--- config.mk ---
export PLATFORM = sky130hd
export DESIGN_NAME = asf_alu_flags
export DESIGN_NICKNAME = d
export VERILOG_FILES = /design/src/rtl/asf_pkg.sv /design/src/rtl/asf_adder8.sv /design/src/rtl/asf_alu_flags.sv
export VERILOG_INCLUDE_DIRS = /design/src /design/src/rtl
export SDC_FILE = /design/constraint.sdc
export NUM_CORES = 1
export LEC_CHECK = 0
export BUFFER_PORTS_ARGS = -buffer_cell sky130_fd_sc_hd__buf_2
export CAP_MARGIN = 20
export CORE_MARGIN = 2
export CORE_UTILIZATION = 54
export DETAILED_ROUTE_END_ITERATION = 8
export PLACE_DENSITY = 0.84
export SYNTH_ARGS = -nofsm -noshare
export SYNTH_HDL_FRONTEND = slang
export SYNTH_SLANG_ARGS = --single-unit
--- constraint.sdc ---
create_clock -name clk -period 3.2 [get_ports clk]
set_clock_uncertainty 0.05 [all_clocks]
set_input_delay 0.48 -clock clk [delete_from_list [all_inputs] [get_ports clk]]
set_output_delay 0.48 -clock clk [all_outputs]
set_load 0.02 [all_outputs]
--- src/rtl/asf_map.svh ---
// Register indices, flag bit positions and reset values of the ALU flag block
`ifndef ASF_MAP_SVH
`define ASF_MAP_SVH

// ****************************************
// Register indices (byte address = 4 x index)
// ****************************************
`define ASF_IDX_FLAG      8'h04
`define ASF_IDX_PROD_LOW  8'h18
`define ASF_IDX_PROD_HIGH 8'h19

// ****************************************
// Flag register fields
// ****************************************
`define ASF_BIT_CARRY     0
`define ASF_BIT_NIBBLE    1
`define ASF_BIT_ZERO      2
`define ASF_BIT_RANGE     3
`define ASF_PTR0_LSB      4
`define ASF_PTR1_LSB      6

// ****************************************
// Reset values and bus answers
// ****************************************
`define ASF_FLAG_RST      8'h00
`define ASF_RESP_OKAY     1'b0
`define ASF_READ_WAITS    1

`endif

--- src/rtl/asf_pkg.sv ---
// Types shared by the ALU flag block
package asf_pkg;

    // ****************************************
    // Operations issued by the execution logic
    // ****************************************
    typedef enum logic [4:0] {
        ASF_ADD, ASF_SUB, ASF_AND, ASF_IOR, ASF_XOR,
        ASF_CLR, ASF_BCLR, ASF_BSET, ASF_SWAP, ASF_MOVA,
        ASF_RRC, ASF_RLC, ASF_INC, ASF_DEC, ASF_MUL
    } asf_op_t;

    // ****************************************
    // Operand source select
    // ****************************************
    typedef enum logic [1:0] {
        ASF_SRC_ACC, ASF_SRC_FILE, ASF_SRC_LIT
    } asf_src_t;

    // ****************************************
    // Bus slave states
    // ****************************************
    typedef enum logic [1:0] {
        BUS_IDLE, BUS_WRITE, BUS_READ, BUS_RDONE
    } asf_bus_t;

endpackage

--- src/rtl/asf_adder8.sv ---
// Eight-bit adder with carry, nibble carry and signed range flags
`timescale 1ns/1ps

module asf_adder8 (
    input  wire logic [7:0] x,
    input  wire logic [7:0] y,
    input  wire logic       cin,
    output logic      [7:0] sum,
    output logic            carryOut,
    output logic            nibbleCarry,
    output logic            rangeOut
);

    logic [8:0] full;
    logic [4:0] low;

    // ****************************************
    // Sum and carries
    // ****************************************
    assign full        = {1'b0, x} + {1'b0, y} + {8'h00, cin};
    assign low         = {1'b0, x[3:0]} + {1'b0, y[3:0]} + {4'h0, cin};
    assign sum         = full[7:0];
    assign carryOut    = full[8];
    assign nibbleCarry = low[4];
    // Sign change with equal operand signs
    assign rangeOut    = (x[7] == y[7]) && (full[7] != x[7]);

endmodule // asf_adder8

--- src/rtl/asf_alu_flags.sv ---
// ALU operand select, status flag logic, product registers and AHB-Lite access
//
// How it works
// - Flag register as destination: flag logic sets the flag bits the op affects, the rest of the low nibble keeps; ops affecting no flag write all bits
// - Clear of flag register zeroes upper nibble, sets zero, keeps others
// - Bit clear, bit set, swap and move change flags only when the flag register is their destination
// - In subtraction carry and nibble carry mean no-borrow, inverted sense
// - Signed range flag set when result leaves -128 to +127
// - Single-operand ops take accumulator or named file register
// - Two-operand ops use accumulator plus file register or literal
// - Flag register also holds both pointer mode fields
// - Multiply low byte to index 18h, high byte to 19h
// - Product registers have no reset; other resets keep them
// - Add ops set nibble carry on carry out of bit three
// - Subtraction adds two's complement; flags come from that sum
// - Rotate through carry loads carry with the bit shifted out
// - Flag register sits at index 04h with no bank dependence
`timescale 1ns/1ps
`include "asf_map.svh"

module asf_alu_flags (
    input  wire logic              clk,
    input  wire logic              sys_rst,
    // AHB-Lite slave
    input  wire logic              hsel,
    input  wire logic [31:0]       haddr,
    input  wire logic [1:0]        htrans,
    input  wire logic              hwrite,
    input  wire logic [2:0]        hsize,
    input  wire logic [31:0]       hwdata,
    input  wire logic              hready,
    output logic                   hreadyout,
    output logic                   hresp,
    output logic      [31:0]       hrdata,
    // Execution logic
    input  wire logic              opValid,
    input  wire asf_pkg::asf_op_t  opCode,
    input  wire asf_pkg::asf_src_t opSrc,
    input  wire logic [7:0]        accData,
    input  wire logic [7:0]        fileData,
    input  wire logic [7:0]        literal,
    input  wire logic [2:0]        bitSel,
    input  wire logic [7:0]        destAddr,
    output logic      [7:0]        result,
    output logic                   resultValid,
    output logic      [7:0]        aluFlags,
    output logic      [1:0]        pointer0Mode,
    output logic      [1:0]        pointer1Mode,
    output logic      [7:0]        productLow,
    output logic      [7:0]        productHigh
);
    import asf_pkg::*;

    // ****************************************
    // Decode functions
    // ****************************************
    function automatic logic [3:0] flagMask(input asf_op_t op);
        unique case (op)
            ASF_ADD, ASF_SUB, ASF_INC, ASF_DEC: flagMask = 4'hF;
            ASF_AND, ASF_IOR, ASF_XOR, ASF_CLR: flagMask = 4'h4;
            ASF_RRC, ASF_RLC:                   flagMask = 4'h1;
            ASF_BCLR, ASF_BSET, ASF_SWAP, ASF_MOVA, ASF_MUL: flagMask = 4'h0;
            default:                            flagMask = 4'h0;
        endcase
    endfunction

    function automatic logic isMapped(input logic [7:0] idx);
        isMapped = (idx == `ASF_IDX_FLAG) || (idx == `ASF_IDX_PROD_LOW) ||
                   (idx == `ASF_IDX_PROD_HIGH);
    endfunction

    // ****************************************
    // Signals
    // ****************************************
    logic [7:0]  flagReg_r;
    logic [7:0]  flag_nxt;
    logic [7:0]  prodLow_r;
    logic [7:0]  prodHigh_r;
    logic [7:0]  result_r;
    logic        resultValid_r;
    logic [31:0] hrdata_r;
    asf_bus_t    busState_r;
    logic [7:0]  busIdx_r;
    logic        busOk_r;
    logic [7:0]  opnd;
    logic [7:0]  opB;
    logic [7:0]  addX;
    logic [7:0]  addY;
    logic        addCin;
    logic [7:0]  sum;
    logic        sumCarry;
    logic        sumNibble;
    logic        sumRange;
    logic [7:0]  res;
    logic [3:0]  calcFlags;
    logic [3:0]  mask;
    logic [7:0]  bitMask;
    logic [15:0] prod;
    logic        destFlag;
    logic        accept;
    logic        busWrFlag;
    logic        busWrLow;
    logic        busWrHigh;

    // ****************************************
    // Operand selection
    // ****************************************
    // single operand source
    assign opnd = (opSrc == ASF_SRC_ACC) ? accData : fileData;
    assign opB  = (opSrc == ASF_SRC_LIT) ? literal : fileData;
    assign bitMask = 8'h01 << bitSel;
    assign prod = {8'h00, accData} * {8'h00, opB};
    assign destFlag = (destAddr == `ASF_IDX_FLAG);
    assign mask = flagMask(opCode);

    // ****************************************
    // Adder inputs
    // ****************************************
    always_comb begin
        addX   = opB;
        addY   = accData;
        addCin = 1'b0;
        unique case (opCode)
            ASF_SUB: begin
                addY   = ~accData;
                addCin = 1'b1;
            end
            ASF_INC: begin
                addX   = opnd;
                addY   = 8'h00;
                addCin = 1'b1;
            end
            ASF_DEC: begin
                addX   = opnd;
                addY   = 8'hFF;
            end
            default: begin
                addCin = 1'b0;
            end
        endcase
    end

    asf_adder8 uAdder (
        .x           (addX),
        .y           (addY),
        .cin         (addCin),
        .sum         (sum),
        .carryOut    (sumCarry),
        .nibbleCarry (sumNibble),
        .rangeOut    (sumRange)
    );

    // ****************************************
    // Result and computed flags
    // ****************************************
    always_comb begin
        res       = sum;
        calcFlags = 4'h0;
        calcFlags[`ASF_BIT_CARRY]  = sumCarry;
        calcFlags[`ASF_BIT_NIBBLE] = sumNibble;
        calcFlags[`ASF_BIT_RANGE]  = sumRange;
        unique case (opCode)
            ASF_AND:  res = accData & opB;
            ASF_IOR:  res = accData | opB;
            ASF_XOR:  res = accData ^ opB;
            ASF_CLR:  res = 8'h00;
            ASF_BCLR: res = opnd & ~bitMask;
            ASF_BSET: res = opnd | bitMask;
            ASF_SWAP: res = {opnd[3:0], opnd[7:4]};
            ASF_MOVA: res = accData;
            ASF_MUL:  res = prod[7:0];
            ASF_RRC: begin
                res = {flagReg_r[`ASF_BIT_CARRY], opnd[7:1]};
                calcFlags[`ASF_BIT_CARRY] = opnd[0];
            end
            ASF_RLC: begin
                res = {opnd[6:0], flagReg_r[`ASF_BIT_CARRY]};
                calcFlags[`ASF_BIT_CARRY] = opnd[7];
            end
            default: res = sum;
        endcase
        calcFlags[`ASF_BIT_ZERO] = (res == 8'h00);
    end

    // ****************************************
    // Flag register next value
    // ****************************************
    always_comb begin
        flag_nxt = busWrFlag ? hwdata[7:0] : flagReg_r;
        if (opValid) begin
            if (destFlag) begin
                flag_nxt = res;
                if (|mask) begin
                    flag_nxt[3:0] = flagReg_r[3:0];
                end
            end
            for (int i = 0; i < 4; i++) begin
                if (mask[i]) begin
                    flag_nxt[i] = calcFlags[i];
                end
            end
        end
    end

    always_ff @(posedge clk or posedge sys_rst) begin
        if (sys_rst) begin
            flagReg_r <= `ASF_FLAG_RST;
        end else begin
            flagReg_r <= flag_nxt;
        end
    end

    // ****************************************
    // Product registers
    // ****************************************
    // no reset on product
    always_ff @(posedge clk) begin
        if (opValid && opCode == ASF_MUL) begin
            prodLow_r  <= prod[7:0];
            prodHigh_r <= prod[15:8];
        end else begin
            if (busWrLow) begin
                prodLow_r <= hwdata[7:0];
            end
            if (busWrHigh) begin
                prodHigh_r <= hwdata[7:0];
            end
        end
    end

    // ****************************************
    // Result output
    // ****************************************
    always_ff @(posedge clk or posedge sys_rst) begin
        if (sys_rst) begin
            result_r      <= 8'h00;
            resultValid_r <= 1'b0;
        end else begin
            resultValid_r <= opValid;
            if (opValid) begin
                result_r <= res;
            end
        end
    end

    // ****************************************
    // AHB-Lite slave
    // ****************************************
    assign accept    = hsel && htrans[1] && hready;
    assign busWrFlag = (busState_r == BUS_WRITE) && busOk_r && (busIdx_r == `ASF_IDX_FLAG);
    assign busWrLow  = (busState_r == BUS_WRITE) && busOk_r &&
                       (busIdx_r == `ASF_IDX_PROD_LOW);
    assign busWrHigh = (busState_r == BUS_WRITE) && busOk_r &&
                       (busIdx_r == `ASF_IDX_PROD_HIGH);

    always_ff @(posedge clk or posedge sys_rst) begin
        if (sys_rst) begin
            busState_r <= BUS_IDLE;
            busIdx_r   <= 8'h00;
            busOk_r    <= 1'b0;
        end else begin
            unique case (busState_r)
                BUS_READ: busState_r <= BUS_RDONE;
                BUS_IDLE, BUS_WRITE, BUS_RDONE: begin
                    if (accept) begin
                        busState_r <= hwrite ? BUS_WRITE : BUS_READ;
                    end else begin
                        busState_r <= BUS_IDLE;
                    end
                end
            endcase
            if (accept) begin
                busIdx_r <= haddr[9:2];
                busOk_r  <= (haddr[31:10] == 22'h000000) && (haddr[1:0] == 2'b00) &&
                            isMapped(haddr[9:2]);
            end
        end
    end

    // Read data captured in the wait cycle, after any prior write
    always_ff @(posedge clk or posedge sys_rst) begin
        if (sys_rst) begin
            hrdata_r <= 32'h00000000;
        end else if (busState_r == BUS_READ) begin
            hrdata_r <= 32'h00000000;
            if (busOk_r && busIdx_r == `ASF_IDX_FLAG) begin
                hrdata_r <= {24'h000000, flagReg_r};
            end else if (busOk_r && busIdx_r == `ASF_IDX_PROD_LOW) begin
                hrdata_r <= {24'h000000, prodLow_r};
            end else if (busOk_r && busIdx_r == `ASF_IDX_PROD_HIGH) begin
                hrdata_r <= {24'h000000, prodHigh_r};
            end
        end
    end

    assign hreadyout    = (busState_r != BUS_READ);
    assign hresp        = `ASF_RESP_OKAY;
    assign hrdata       = hrdata_r;
    assign result       = result_r;
    assign resultValid  = resultValid_r;
    assign aluFlags     = flagReg_r;
    assign pointer0Mode = flagReg_r[`ASF_PTR0_LSB +: 2];
    assign pointer1Mode = flagReg_r[`ASF_PTR1_LSB +: 2];
    assign productLow   = prodLow_r;
    assign productHigh  = prodHigh_r;

    logic [9:0] sgnSum;
    logic       rangeRef;
    logic       nibbleRef;
    assign sgnSum    = {{2{opB[7]}}, opB} + {{2{accData[7]}}, accData};
    assign rangeRef  = ($signed(sgnSum) > 10'sd127) || ($signed(sgnSum) < -10'sd128);
    assign nibbleRef = ({1'b0, opB[3:0]} + {1'b0, accData[3:0]}) > 5'h0F;
endmodule // asf_alu_flags

==> results of run 1 <==
kinds of logic (layout without fill, tap and decap cells):
logic type	after synthesis	count (layout)
buf+inv	149	379
xor+xnor	19	19
simple gates	275	275
compound gates	167	167
mux	42	42
other cells	1	25
fa+ha+maj	99	99
flops	52	52
layer usage:
layer	vias to the layer above	wire [um]	share of wire
li1	3225	-	-
met1	3270	8830	0.39
met2	398	10800	0.48
met3	80	1690	0.075
met4	0	1090	0.049
met5	-	0	0
through the flow:
step            util  instances  power, W  cell area (sq um)
2_1_floorplan      -        828   0.00233               6950
3_3_place_gp   0.700       1183   0.00319               8410
3_5_place_dp   0.700       1183   0.00329               8410
4_1_cts        0.737       1201   0.00418               8850
5_1_grt        0.746       1205   0.00465               8970
6_report       0.746       1205   0.00440               8970
cell usage in the layout, fill, tap and decap left out, drive strengths merged, types with 4 or more instances in the layout:
cell / netlist / final
conb: 1 / 25
a22o: 4 / 4
o211ai: 5 / 5
inv: 83 / 84
a21o: 10 / 10
fa: 38 / 38
nand2: 109 / 109
clkbuf: 31 / 5
o2111ai: 5 / 5
edfxtp: 16 / 16
xor2: 10 / 10
buf: 35 / 288
nor2b: 5 / 5
dfrtp: 36 / 36
nor2: 75 / 75
and2: 8 / 8
ha: 61 / 61
o22ai: 7 / 7
xnor2: 9 / 9
a21oi: 40 / 40
a211oi: 12 / 12
mux2i: 13 / 13
or3: 6 / 6
nand3: 18 / 18
nor4: 12 / 12
nor3: 12 / 12
a22oi: 10 / 10
mux2: 29 / 29
a2bb2oi: 4 / 4
nor3b: 5 / 5
o21ai: 43 / 43
worst paths after layout:
kind / endpoint / slack, ns / depth (start not counted)
worst min-delay path: aluFlags[1] / 0.22 / 2
max in group asynchronous: hrdata[7] / 2.17 / 3
worst max register to register: aluFlags[0] / 0.63 / 9
min in group clk: busState_r[1] / 0.36 / 2
worst max-delay path: productHigh[6] / -1.68 / 17
worst min register to register: hrdata[2] / 0.43 / 2
flip-flops by register name (all words and copies together) (netlist names):
signal       flops
aluFlags         8
busIdx_r         8
hrdata           8
productHigh      8
productLow       8
result           8
busState_r       2
busOk_r          1
resultValid      1
area by class of cell:
class,count,share of cell area
inverters,83,0.0353
clock buffers,5,0.0140
multi-input cells,627,0.565
well taps,147,0.0205
flip-flops and latches,52,0.154
repair buffers,288,0.208
clock inverters,3,0.00307
critical path, cell delays in order:
cell	delay, ns
buf_6	0.10
nor2b_4	0.23
buf_4	0.16
mux2_2	0.37
nand2_1	0.11
fa_1	0.43
inv_1	0.09
fa_1	0.47
fa_1	0.55
fa_1	0.42
ha_2	0.21
or2_4	0.25
o22a_1	0.21
a41o_1	0.22
o41a_1	0.34
xnor2_1	0.18
o21ai_1	0.08
timing repair:
item,4_1_cts,5_1_grt
setup buffers,11,4
pin swaps,31,19
setup endpoints to repair,27,28
gates resized for setup,58,19
power by group through the flow:
stage / registers, W / clock network, W / logic, W
after floorplan: 0.000870 / 0 / 0.00146
after global placement: 0.000822 / 0 / 0.00237
after detailed placement: 0.000828 / 0 / 0.00246
after CTS: 0.000814 / 0.000546 / 0.00282
after global routing: 0.000823 / 0.000573 / 0.00325
final: 0.000817 / 0.000552 / 0.00303
==> flow_metrics.tcl, run 1 <==
set metrics [dict create \
    status "finished with violations" \
    violations "setup timing" \
    cts_hold_buf 0 \
    synth-edff-count 16 \
    synth-xor-area-share 0.0262 \
    clk_pin_slew_ns 0.08 \
    worstPathRequired_ns 3.19 \
    synth_compound_area_frac 0.167 \
    grt_max_degree 24 \
    cts_tree "done" \
    fillers 867 \
    antenna_cells 0 \
    pwr-share-comb 0.689 \
    gp_congestion 0.980 \
    crit_type "primary input to register" \
    num_vias 6973 \
    p_seq_frac 0.186 \
    core_area_sq_um 12000 \
    hold_ws_ns 0.217 \
    grt_setup_unrepaired "true" \
    drive_above_1_share 0.392 \
    multi_input_area_sq_um 5070 \
    cp-end-kind "register" \
    setup_viol_count_final 26 \
    yosys_warnings 0 \
    yosysUniqueCellTypes 79 \
    clk_path_buf_depth 2 \
    drv_slew 0 \
    nets 1273 \
    netlist_area_sq_um 6640 \
    p_int_w 0.00247 \
    critPathLaunchType "primary input" \
    fin_crit_ns 4.88 \
    die_w_um 115 \
    synth_mux_area_frac 0.0707 \
    tns_ns -27.54 \
    area_growth_pct 35.1 \
    cts_sinks 52 \
    synth_top_family_by_area "adder cells" \
    grt-busiest-layer "met2" \
    synth_seq_area_share 0.208 \
    leakagePower_nw 4.44 \
    drt_iter0_markers 832 \
    hpwl_um 17800 \
    cp.arrival_ns 4.88 \
    tightest_slew_ns 0.980 \
    ir_drop_mv 0.317 \
    post-route-period-util 1.53 \
    root_buffer "clkbuf_16" \
    use_met1 0.425 \
    fin_ws_ns -1.68 \
    globalRoute.totalOverflow 0 \
    drc_errors 0 \
    p_sw_frac 0.440 \
    synth_adder_area_share 0.230 \
    power.density_nw_per_um2 491 \
    yosys.area_share.simple 0.195 \
    first_pass_iters 5 \
    yosys-top-cells-count "nand2_1, inv_1, nor2_1, ha_1, o21ai_0" \
    synth_area_per_cell_sq_um 8.25 \
    grt_pass1_wl_um 34900 \
    antenna_found_initial 0 \
    port_buffers 134 \
    io_pins 188 \
    clock_latency_ns 0.29 \
    register_area_sq_um 1380 \
    timing.fmax_ghz 0.205 \
    fp.dieH_um 115 \
    initial_utilization 0.552 \
    synthArstFlopShare 0.692 \
    switching_power_w 0.00194 \
    pre_cts_slack_ns -2.03 \
    drtAntennaViolNets 0 \
    synth.area.top_cells "dfrtp_1, ha_1, fa_1" \
    viasPerCell 5.79 \
    met3_usage 0.0327 \
    num_rows 40 \
    rr_startpoint "busIdx_r[6]" \
    path_max_fanout 8 \
    grt_pass1_vias 6877 \
    synth_top_area_frac 0.136 \
    hold_viol 0 \
    routedWlPerCell_um 18.6 \
    hp-class "primary input to asynchronous set/reset pin" \
    syn_inst 804 \
    htree_num_levels 2 \
    use_met2 0.590 \
    synth_most_common_cell "nand2_1" \
    dieArea_sq_um 13200 \
    synth_top_area_cell "dfrtp_1" \
    drv_cap 0 \
    track_usage 0.336 \
    slew_headroom 0.342 \
    power.share.clock 0.125 \
    cts_made_buffers 5 \
    synth_top_flop_cell "dfrtp_1" \
    wirelength_um 22400 \
    synth-seq-cells 52 \
    setup.worst_path.start "opSrc[0]" \
]
(Power assumes the default switching activity.)
==> inputs of run 2 (changes only) <==
--- a/config.mk
+++ b/config.mk
@@ -8,6 +8,7 @@
 export LEC_CHECK = 0
 export BUFFER_PORTS_ARGS = -buffer_cell sky130_fd_sc_hd__buf_2
 export CAP_MARGIN = 20
+export CORE_ASPECT_RATIO = 1.25
 export CORE_MARGIN = 2
 export CORE_UTILIZATION = 54
 export DETAILED_ROUTE_END_ITERATION = 8
==> flow_metrics.tcl, run 2 (synthesized netlist as in run 1, its figures left out) <==
set metrics [dict create \
    power.share.clock 0.120 \
    worstPathRequired_ns 3.37 \
    violations "setup timing" \
    cts_made_buffers 5 \
    post-route-period-util 1.52 \
    fin_ws_ns -1.67 \
    pwr-share-comb 0.700 \
    clock_latency_ns 0.30 \
    setup_viol_count_final 27 \
    cts_tree "done" \
    track_usage 0.331 \
    wirelength_um 22400 \
    use_met1 0.378 \
    met3_usage 0.0403 \
    num_rows 45 \
    initial_utilization 0.551 \
    critPathLaunchType "primary input" \
    fillers 809 \
    area_growth_pct 39.4 \
    fin_crit_ns 4.87 \
    status "finished with violations" \
    cp-end-kind "register" \
    fp.dieH_um 128 \
    drv_slew 0 \
    finalPower_w 0.00457 \
    globalRoute.totalOverflow 0 \
    antenna_found_initial 0 \
    viasPerCell 5.83 \
    htree_num_levels 2 \
    use_met2 0.595 \
    power.density_nw_per_um2 494 \
    port_buffers 134 \
    core_area_sq_um 12000 \
    multi_input_area_sq_um 5190 \
    clk_path_buf_depth 2 \
    placed_area_sq_um 8460 \
    hold_ws_ns 0.222 \
    switching_power_w 0.00191 \
    grt_pass1_vias 7100 \
    hpwl_um 17000 \
    path_max_fanout 6 \
    cp.arrival_ns 5.04 \
    grt-busiest-layer "met2" \
    dieArea_sq_um 13200 \
    p_seq_frac 0.180 \
    grt_pass1_wl_um 34100 \
    slew_headroom 0.563 \
    dp.cells 1204 \
    tightest_slew_ns 0.651 \
    drtAntennaViolNets 0 \
    root_buffer "clkbuf_16" \
    ir_drop_mv 0.396 \
    nets 1287 \
    cts_hold_buf 0 \
    num_vias 7208 \
    timing.fmax_ghz 0.205 \
    leakagePower_nw 4.57 \
    grt_max_degree 37 \
    cts_sinks 52 \
    crit_type "primary input to register" \
    routedWlPerCell_um 18.1 \
    mostFrequentLayoutCells "buf_4, buf_2, nand2_1" \
    gp_congestion 1.06 \
    drc_errors 0 \
    drv_cap 0 \
    clk_pin_slew_ns 0.07 \
    first_pass_iters 5 \
    p_sw_frac 0.418 \
    stdcell_area_sq_um 9250 \
    io_pins 188 \
    drive_above_1_share 0.416 \
    antenna_cells 0 \
    die_w_um 103 \
    fin_util 0.768 \
    stdcell_count 1236 \
    p_int_w 0.00266 \
    drt_iter0_markers 544 \
    hold_viol 0 \
    hp-class "primary input to asynchronous set/reset pin" \
    mostFrequentLayoutCell "buf_4" \
    grt_setup_unrepaired "true" \
    register_area_sq_um 1380 \
]
-- run 2: worst max-delay path, cell delays in order --
cell and delay, ns:
buf_6 0.07, nor2b_4 0.26, mux2_4 0.38, inv_2 0.08, nor2_1 0.05, ha_2 0.18, fa_1 0.43, ha_1 0.29
inv_1 0.04, fa_1 0.49, inv_2 0.06, fa_2 0.41, xnor2_4 0.22, o22ai_2 0.08, or4_4 0.50, o22ai_4 0.19
nand3_1 0.14, or4b_4 0.53, o22ai_2 0.16
-- run 2: per-layer routing --
metal | wire length [um] | share of wire
met5 | 0 | 0
met4 | 1360 | 0.060
met3 | 1610 | 0.072
met2 | 11300 | 0.51
met1 | 8120 | 0.36
-- run 2: final cells by class --
type                            instances  share of cell area
Timing Repair Buffer                  302               0.217
Clock buffer                            6              0.0150
Inverter                               83              0.0337
Sequential cell                        52               0.149
Multi-Input combinational cell        627               0.562
Tap cell                              164              0.0222
Clock inverter                          2             0.00149
-- run 2: through the flow --
stage	setup TNS, ns	setup slack (ns)
after global placement	-34.42	-1.88
final	-28.34	-1.67
after detailed placement	-37.02	-2.07
after floorplan	-25.27	-1.68
after CTS	-25.68	-1.56
after global routing	-31.55	-1.78
-- run 2: final timing paths --
kind	to	depth (start not counted)	from	slack (ns)
min in group clk	busState_r[1]	2	hwrite	0.35
max in group asynchronous	busOk_r	3	sys_rst	2.56
worst min-delay path	result[6]	3	sys_rst	0.22
worst max-delay path	aluFlags[2]	19	opSrc[1]	-1.67
worst min register to register	hrdata[4]	2	hrdata[4]	0.43
worst max register to register	aluFlags[0]	9	busIdx_r[0]	0.48
-- run 2: timing repair --
action / in CTS / in global routing
setup buffers: 16 / 13
gates resized for setup: 85 / 32
pin swaps: 51 / 34
setup endpoints to repair: 27 / 28
-- run 2: power by group through the flow --
| stage | combinational [W] | sequential [W] | clock (W) |
|---|---|---|---|
| 2_1_floorplan | 0.00146 | 0.000870 | 0 |
| 4_1_cts | 0.00291 | 0.000822 | 0.000549 |
| 3_3_place_gp | 0.00241 | 0.000831 | 0 |
| 3_5_place_dp | 0.00248 | 0.000834 | 0 |
| 6_report | 0.00320 | 0.000824 | 0.000546 |
| 5_1_grt | 0.00344 | 0.000831 | 0.000568 |
==> inputs of run 3 (changes only) <==
--- a/config.mk
+++ b/config.mk
@@ -12,7 +12,9 @@
 export CORE_MARGIN = 2
 export CORE_UTILIZATION = 54
 export DETAILED_ROUTE_END_ITERATION = 8
-export PLACE_DENSITY = 0.84
+export PLACE_DENSITY = 0.82
+export RECOVER_POWER = 25
 export SYNTH_ARGS = -nofsm -noshare
 export SYNTH_HDL_FRONTEND = slang
+export SYNTH_HIERARCHICAL = 1
 export SYNTH_SLANG_ARGS = --single-unit
==> flow_metrics.tcl, run 3 <==
set metrics [dict create \
    status "finished with violations" \
    violations "capacitance limit, slew limit, setup timing" \
    first_pass_iters 5 \
    die_w_um 104 \
    cts_tree "done" \
    critPathMostFrequentCell "fa_1" \
    path_cells "buf_6 > nor2b_4 > buf_6 > mux2_4 > buf_6 > nand2_2 > fa_1 > fa_1 > fa_1 > fa_1 > inv_1 > ha_4 > buf_4 > nor3_2 > nor2_2 > o41ai_4 > buf_4 > o21ba_4 > xor2_2 > o21ai_1" \
    placed_area_sq_um 8600 \
    timing.fmax_ghz 0.209 \
    routedWlPerCell_um 17.8 \
    wirelength_um 21900 \
    drive_above_1_share 0.426 \
    power.density_nw_per_um2 570 \
    stdcell_area_sq_um 9330 \
    cts_made_buffers 5 \
    track_usage 0.315 \
    yosysUniqueCellTypes 80 \
    leakagePower_nw 4.55 \
    tightest_slew_ns 2.00 \
    globalRoute.totalOverflow 0 \
    netlist_area_sq_um 6730 \
    synth_seq_area_share 0.205 \
    worstPathRequired_ns 3.20 \
    register_area_sq_um 1380 \
    synthArstFlopShare 0.692 \
    drv_slew 37 \
    synth_top_area_cell "dfrtp_1" \
    ir_drop_mv 0.456 \
    initial_utilization 0.553 \
    clock_latency_ns 0.30 \
    setup_viol_count_final 27 \
    port_buffers 134 \
    num_vias 7001 \
    synth-edff-count 16 \
    mostFrequentLayoutCells "buf_4, buf_2, nand2_1" \
    multi_input_area_sq_um 5240 \
    yosys_warnings 6 \
    grt_setup_unrepaired "true" \
    slowest_delay_ns 0.53 \
    htree_num_levels 2 \
    viasPerCell 5.70 \
    yosys-top-cells-count "nand2_1, inv_1, nor2_1, ha_1, o21ai_0" \
    crit_type "primary input to register" \
    synth_top_area_frac 0.134 \
    slew_headroom -0.330 \
    syn_inst 795 \
    critPathLaunchType "primary input" \
    synth_most_common_cell "nand2_1" \
    fin_ws_ns -1.59 \
    cp-end-kind "register" \
    path_max_fanout 6 \
    antenna_found_initial 0 \
    mostFrequentLayoutCell "buf_4" \
    fin_crit_ns 4.79 \
    cp.arrival_ns 4.78 \
    fin_util 0.767 \
    drt_iter0_markers 425 \
    core_area_sq_um 12200 \
    synth-seq-cells 52 \
    post-route-period-util 1.50 \
    drtAntennaViolNets 0 \
    hpwl_um 16700 \
    synth_area_per_cell_sq_um 8.46 \
    grt_pass1_vias 7072 \
    grt_pass1_wl_um 34100 \
    root_buffer "clkbuf_16" \
    hp-class "primary input to register" \
    drv_cap 1 \
    fillers 829 \
    synth_top_flop_cell "dfrtp_1" \
    area_growth_pct 38.7 \
    tns_ns -28.18 \
    gp_congestion 0.977 \
    fp.dieH_um 129 \
    dieArea_sq_um 13400 \
    hold_viol 0 \
    io_pins 188 \
    grt_max_degree 37 \
    clk_path_buf_depth 2 \
    clk_pin_slew_ns 0.07 \
    drc_errors 0 \
    synth.area.top_cells "dfrtp_1, ha_1, fa_1" \
    cts_sinks 52 \
    cpMaxStageDelayCell "fa_1" \
    antenna_cells 0 \
    num_rows 45 \
    nets 1279 \
]
-- run 3: cells by family (layout without fill, tap and decap cells) --
group                    Yosys count  count (layout)  synth area share
XOR/XNOR                          17              17            0.0221
buffers and inverters            153             398             0.108
AO/OA/AOI/OAI                    198             198             0.197
other                              1              25          0.000558
adder cells (fa/ha/maj)           99              99             0.227
flip-flops                        52              52             0.205
multiplexers                      45              45            0.0750
AND/OR/NAND/NOR                  230             230             0.165
-- run 3: cell type report --
| cell class | count | share of cell area |
|---|---|---|
| clock inverter | 3 | 0.00309 |
| inverter | 84 | 0.0341 |
| multi-input combinational | 614 | 0.562 |
| timing repair buffer | 306 | 0.217 |
| tap | 164 | 0.0220 |
| clock buffer | 5 | 0.0134 |
| sequential | 52 | 0.148 |
-- run 3: stage by stage --
stage	worst slack, ns	power (W)	instances	hold WS, ns
6_report	-1.59	0.00532	1228	0.336
5_1_grt	-1.68	0.00558	1228	0.356
4_1_cts	-1.41	0.00470	1218	0.251
3_5_place_dp	-1.80	0.00368	1197	0.415
3_3_place_gp	-1.65	0.00359	1197	0.406
2_1_floorplan	-1.48	0.00254	819	0.401
-- run 3: per-layer routing --
metal	global-route usage	wire length [um]	up-vias
li1	-	-	3265
met1	0.360	8250	3335
met2	0.601	11300	325
met3	0.0365	1280	76
met4	0.124	1050	0
met5	0	0	-
-- run 3: timing repair --
| action | CTS | global route |
|---|---|---|
| setup endpoints to repair | 27 | 28 |
| pin swaps | 23 | 30 |
| resized for setup | 51 | 39 |
| hold buffers | 0 | 0 |
| endpoints found under the hold margin | 0 | 0 |
| buffers inserted | 13 | 11 |
-- run 3: critical path: cells and delay by family --
| family | cells | cell delay, ns |
|---|---|---|
| AO/OA/AOI/OAI | 3 | 0.43 |
| AND/OR/NAND/NOR | 4 | 0.55 |
| buffers and inverters | 6 | 0.77 |
| XOR/XNOR | 1 | 0.22 |
| adder cells (fa/ha/maj) | 5 | 2.02 |
| multiplexers | 1 | 0.32 |
-- run 3: worst paths after layout --
check                      slack, ns   startpoint  cells past startpoint              to
max                            -1.59     opSrc[1]                     20  productHigh[2]
min reg2reg                     0.42    hrdata[2]                      2       hrdata[2]
max reg2reg                     0.75  busIdx_r[0]                      7     aluFlags[2]
min in group asynchronous       0.85      sys_rst                      3     busIdx_r[6]
max in group asynchronous       1.11      sys_rst                      3       hrdata[5]
min                             0.34       hwrite                      2   busState_r[1]
-- run 3: power breakdown --
part / internal, W / switching [W] / leakage (nW) / total [W]
Combinational: 0.00196 / 0.00197 / 3.87 / 0.00393
Clock: 0.000302 / 0.000265 / 0.0767 / 0.000567
Sequential: 0.000754 / 0.0000627 / 0.602 / 0.000817
